File: config.mk
export PLATFORM = sky130hd
export DESIGN_NAME = pacc_master
export DESIGN_NICKNAME = d
export VERILOG_FILES = /design/src/pacc_pkg.sv /design/src/pacc_master.sv
export SDC_FILE = /design/constraint.sdc
export NUM_CORES = 1
export LEC_CHECK = 0
export ABC_CLOCK_PERIOD_IN_PS = 800
export BUFFER_PORTS_ARGS = -buffer_cell sky130_fd_sc_hd__buf_2
export CAP_MARGIN = 20
export CORE_MARGIN = 4
export CORE_UTILIZATION = 40
export CTS_CLUSTER_DIAMETER = 30
export CTS_CLUSTER_SIZE = 40
export DETAILED_ROUTE_END_ITERATION = 7
export PLACE_DENSITY = 0.73
export SLEW_MARGIN = 20
export SYNTH_ARGS = -nofsm -noshare
export SYNTH_HDL_FRONTEND = slang
export SYNTH_SLANG_ARGS = --single-unit
File: constraint.sdc
create_clock -name pclk -period 0.8 [get_ports pclk]
set_input_delay 0 -clock pclk [delete_from_list [all_inputs] [get_ports pclk]]
set_output_delay 0 -clock pclk [all_outputs]
set_load 0.01 [all_outputs]
File: src/pacc_pkg.sv
// Package with register map, field layout, reset values and transfer types of the access checker.
package pacc_pkg;

  // ------------------------------------------------------------
  // Register map
  // ------------------------------------------------------------
  // Printed offsets are not all multiples of four: they are indices, byte address = 4 * index.
  localparam logic [7:0] PAIR_IDX0 = 8'h24;
  localparam logic [7:0] PAIR_IDX1 = 8'h25;
  localparam logic [7:0] PAIR_IDX2 = 8'h26;
  localparam logic [7:0] PAIR_IDX3 = 8'h27;
  localparam logic [7:0] PAIR_IDX4 = 8'h28;
  localparam logic [7:0] PAIR_IDX5 = 8'h2a;
  localparam logic [7:0] PAIR_IDX6 = 8'h2b;
  localparam logic [7:0] PAIR_IDX7 = 8'h2c;
  localparam logic [7:0] PAIR_IDX8 = 8'h2e;
  localparam logic [7:0] REGION_IDX = 8'h30;
  localparam logic [7:0] PRIV_IDX = 8'h20;
  localparam logic [7:0] IRQ_STAT_IDX = 8'h40;
  localparam logic [7:0] IRQ_EN_IDX = 8'h41;
  localparam logic [7:0] IRQ_CLR_IDX = 8'h42;
  localparam int NUM_PAIRS = 9;
  localparam int NUM_MASTERS = 4;

  // ------------------------------------------------------------
  // Field layout and reset values
  // ------------------------------------------------------------
  localparam int UPPER_FREEZE_BIT = 7;
  localparam int UPPER_CODE_LSB = 4;
  localparam int LOWER_FREEZE_BIT = 3;
  localparam int LOWER_CODE_LSB = 0;
  localparam int REGION_FREEZE_BIT = 7;
  localparam logic [7:0] PAIR_RESET = 8'h00;
  localparam logic [7:0] REGION_RESET = 8'h00;
  localparam logic [3:0] PRIV_RESET = 4'h1;
  localparam logic [2:0] CODE_DENY_ALL = 3'h7;
  localparam int REGION_MSB = 25;
  localparam logic [1:0] STRAP_SETTLE = 2'h2;

  // ------------------------------------------------------------
  // Transfer and verdict types
  // ------------------------------------------------------------
  typedef struct packed {
    logic valid;
    logic [1:0] master;
    logic supervisor;
    logic fetch;
    logic write;
    logic [29:0] offset;
  } pacc_xfer_t;

  typedef struct packed {
    logic valid;
    logic allow;
    logic error;
    logic [4:0] target;
  } pacc_verdict_t;

  typedef struct packed {
    logic rd;
    logic wr;
    logic ex;
  } pacc_rights_t;

endpackage

File: src/pacc_master.sv
// Bus master model that issues single-cycle transfers to the checker.
`timescale 1ns/1ps
module pacc_master (
  // Clock and reset
  input wire logic pclk,
  input wire logic presetn,
  // Request from the bench
  input wire logic go,
  input wire pacc_pkg::pacc_xfer_t req,
  input wire logic [4:0] req_mod,
  // Transfer towards the checker
  output pacc_pkg::pacc_xfer_t xfer,
  output logic [4:0] xfer_module
);
  // Idle attributes keep toggling, so a stale request is never read as a live one.
  always_ff @(posedge pclk or negedge presetn) begin
    if (!presetn) begin
      xfer <= '0;
      xfer_module <= '0;
    end else begin
      xfer <= go ? req : {1'b0, ~xfer[34:0]};
      xfer_module <= go ? req_mod : ~xfer_module;
    end
  end
endmodule

==> flow_summary.yaml <==
timing:
  maxSlewHeadroom: 0.853
  rsz0062_at_grt: "yes"
  fmax_mhz: 1200
  finalHoldViolCount: 0
  final.min_clock_period_ps: 836
  worstMarginPinSlew_ps: 220
  fin_ws_ps: -36.1
  maxSlewViolCount: 0
  final.setup.tns_ps: -558
  skew_ps: 0
  final-setup-viol-count: 39
  hold_slack_ps: 9.46
  finalCritPeriodShare: 1.05
detailed_routing:
  drc: 0
  drt_iter0_markers: 66
  wl_per_cell_um: 14.2
  drtAntennaViolNets: 0
  vias: 1619
  first_pass_iters: 4
  routed_via_density: 4.63
  routed_wl_mm: 4.98
clock_network:
  root_buffer: "clkbuf_8"
  clk_latency_ps: 280
  cts-htree-levels: 2
  clk_pin_slew_ps: 80
  clk_path_buf_depth: 2
  cts.sinks: 41
  cts_made_buffers: 5
  cts_tree: "built"
placed_design:
  pre_cts_slack_ps: 125
  port_buffers: 84
  place_inst: 259
  place_congestion: 0.734
  dp_hpwl_mm: 2.56
yosys:
  ys_ff_latch: 41
  ys_types: 8
  async_flop_share: 1.00
  yosysWarnings: 0
  synth_cells: 131
  synthTopCellsByArea: "dfrtp_1, o21ai_2, nand2_1, buf_6, buf_12"
  synthFlopType: "dfrtp_1"
  synth.most_common_cell: "dfrtp_1"
  ys_seq_area_frac: 0.630
  synth_top_area_frac: 0.630
  syn_nets: 175
  syn_area_um2: 1630
  synth-edff-count: 0
  netlist_top_cells_count: "dfrtp_1, nand2_1, o21ai_2, buf_6, o21ai_1"
  syn_area_per_cell_um2: 12.4
  synth_largest_area_cell: "dfrtp_1"
worst_setup_path:
  critPathCaptureType: "flip-flop"
  r2r-start: "xfer[28]"
  crit_fanout: 2
  endpoint: "xfer[28]"
  startpoint: "xfer[28]"
  critPathLaunchType: "flip-flop"
  required_ps: 1020
  cp.arrival_ps: 1050
  reg2reg_slack_ps: -40
  critical_path_class: "reg2reg"
  rr_worst_depth: 3
  timing.rr.end: "xfer[28]"
power:
  leakagePower_uw: 0.00151
  p_per_area_nw_per_um2: 1800
  vdd_ir_drop_max_uv: 983
global_routing:
  antenna_found_initial: 0
  grt_pass1_vias: 1637
  grt_use_total: 0.192
  grt-ovfl-total: 0
  grt_max_degree: 42
  grt_pass1_wl_mm: 7.65
die:
  ios: 85
  chipHeight_um: 71.8
  rows: 22
  core_area_um2: 3800
  initial_core_util: 0.429
  die_w_um: 71.8
  dieArea_um2: 5150
finish:
  diodes: 0
  fin_util: 0.783
  final_cells: 350
  drive_gt1_frac: 0.570
  fill_cells: 217
  final-seq-area_um2: 1030
  area_growth_pct: 82.6
  multi_input_area_um2: 492
  fin_nets: 345
run:
  maxCapViolCount: 0
hold_path:
  hp-class: "in2reg"
  min_delay_path_depth: 2
outcome:
  outcome: "finished with violations"
  violations: "negative setup slack"
layout by cell type, fill, tap and decap left out:
master          n
dlygate4sd3_1  43
nand2_1        40
buf_12          3
dfrtp_1        41
o21ai_0         1
buf_6           8
bufinv_16       1
clkbuf_8        6
o21ai_1         3
buf_2          75
buf_4          43
o21ai_2        36
clkbuf_1        1
and2_1          1
repair_timing:
| action | 4_1_cts | 5_1_grt |
|---|---|---|
| gates cloned | 0 | 0 |
| setup endpoints to repair | 40 | 41 |
| hold endpoints to repair | 82 | 0 |
| setup buffers | 30 | 10 |
| gates resized for setup | 2 | 6 |
| hold buffers | 43 | 0 |
how the worst min path moves through the flow:
| stage | slack, ps | startpoint | endpoint |
|---|---|---|---|
| finish | 9 | go | xfer[29] |
| global route | 10 | go | xfer[30] |
| CTS | 1 | go | xfer[30] |
| floorplan | -300 | presetn | xfer[0] |
| global placement | -10 | presetn | xfer_module[2] |
| detailed placement | -10 | presetn | xfer_module[2] |
layout make-up:
type	instances	area share
clock buffers	7	0.0290
repair buffers	172	0.430
multi-input cells	81	0.165
clock inverters	1	0.0101
flip-flops and latches	41	0.345
well taps	48	0.0202
flip-flops by register name (all words and copies together) (netlist names):
name and cells:
xfer 36, xfer_module 5
cells by family (layout without fill, tap and decap cells):
group | after synthesis | count (layout) | share of synthesized area
AOI/OAI and AO/OA | 40 | 40 | 0.206
buffers and inverters | 9 | 180 | 0.0676
DFF | 41 | 41 | 0.630
and+or+nand+nor | 41 | 41 | 0.0961
worst max-delay path, stage by stage, from the launching register on:
cell	delay [ps]
dfrtp_1	390
buf_4	140
buf_4	130
o21ai_2	110
metrics by stage:
step	total power, uW	area (um^2)
after floorplan	2810	1630
after global placement	3180	2080
after detailed placement	3200	2080
after CTS	5250	2860
after global routing	5620	2970
final	5360	2970
per-layer routing:
| metal | track usage | vias to the layer above | wire (um) |
|---|---|---|---|
| li1 | - | 780 | - |
| met3 | 0.0449 | 10 | 298 |
| met5 | 0 | - | 0 |
| met2 | 0.350 | 67 | 2720 |
| met1 | 0.215 | 762 | 1850 |
| met4 | 0.0710 | 0 | 108 |
where the power goes:
group / leakage (uW) / internal, uW / switching [uW] / total, uW
combinational: 0.000959 / 749 / 544 / 1290
clock: 0.0000585 / 1020 / 676 / 1690
sequential: 0.000489 / 2260 / 114 / 2380
total: 0.00151 / 4030 / 1330 / 5360
Note: power is estimated with default switching activity, not from simulation.
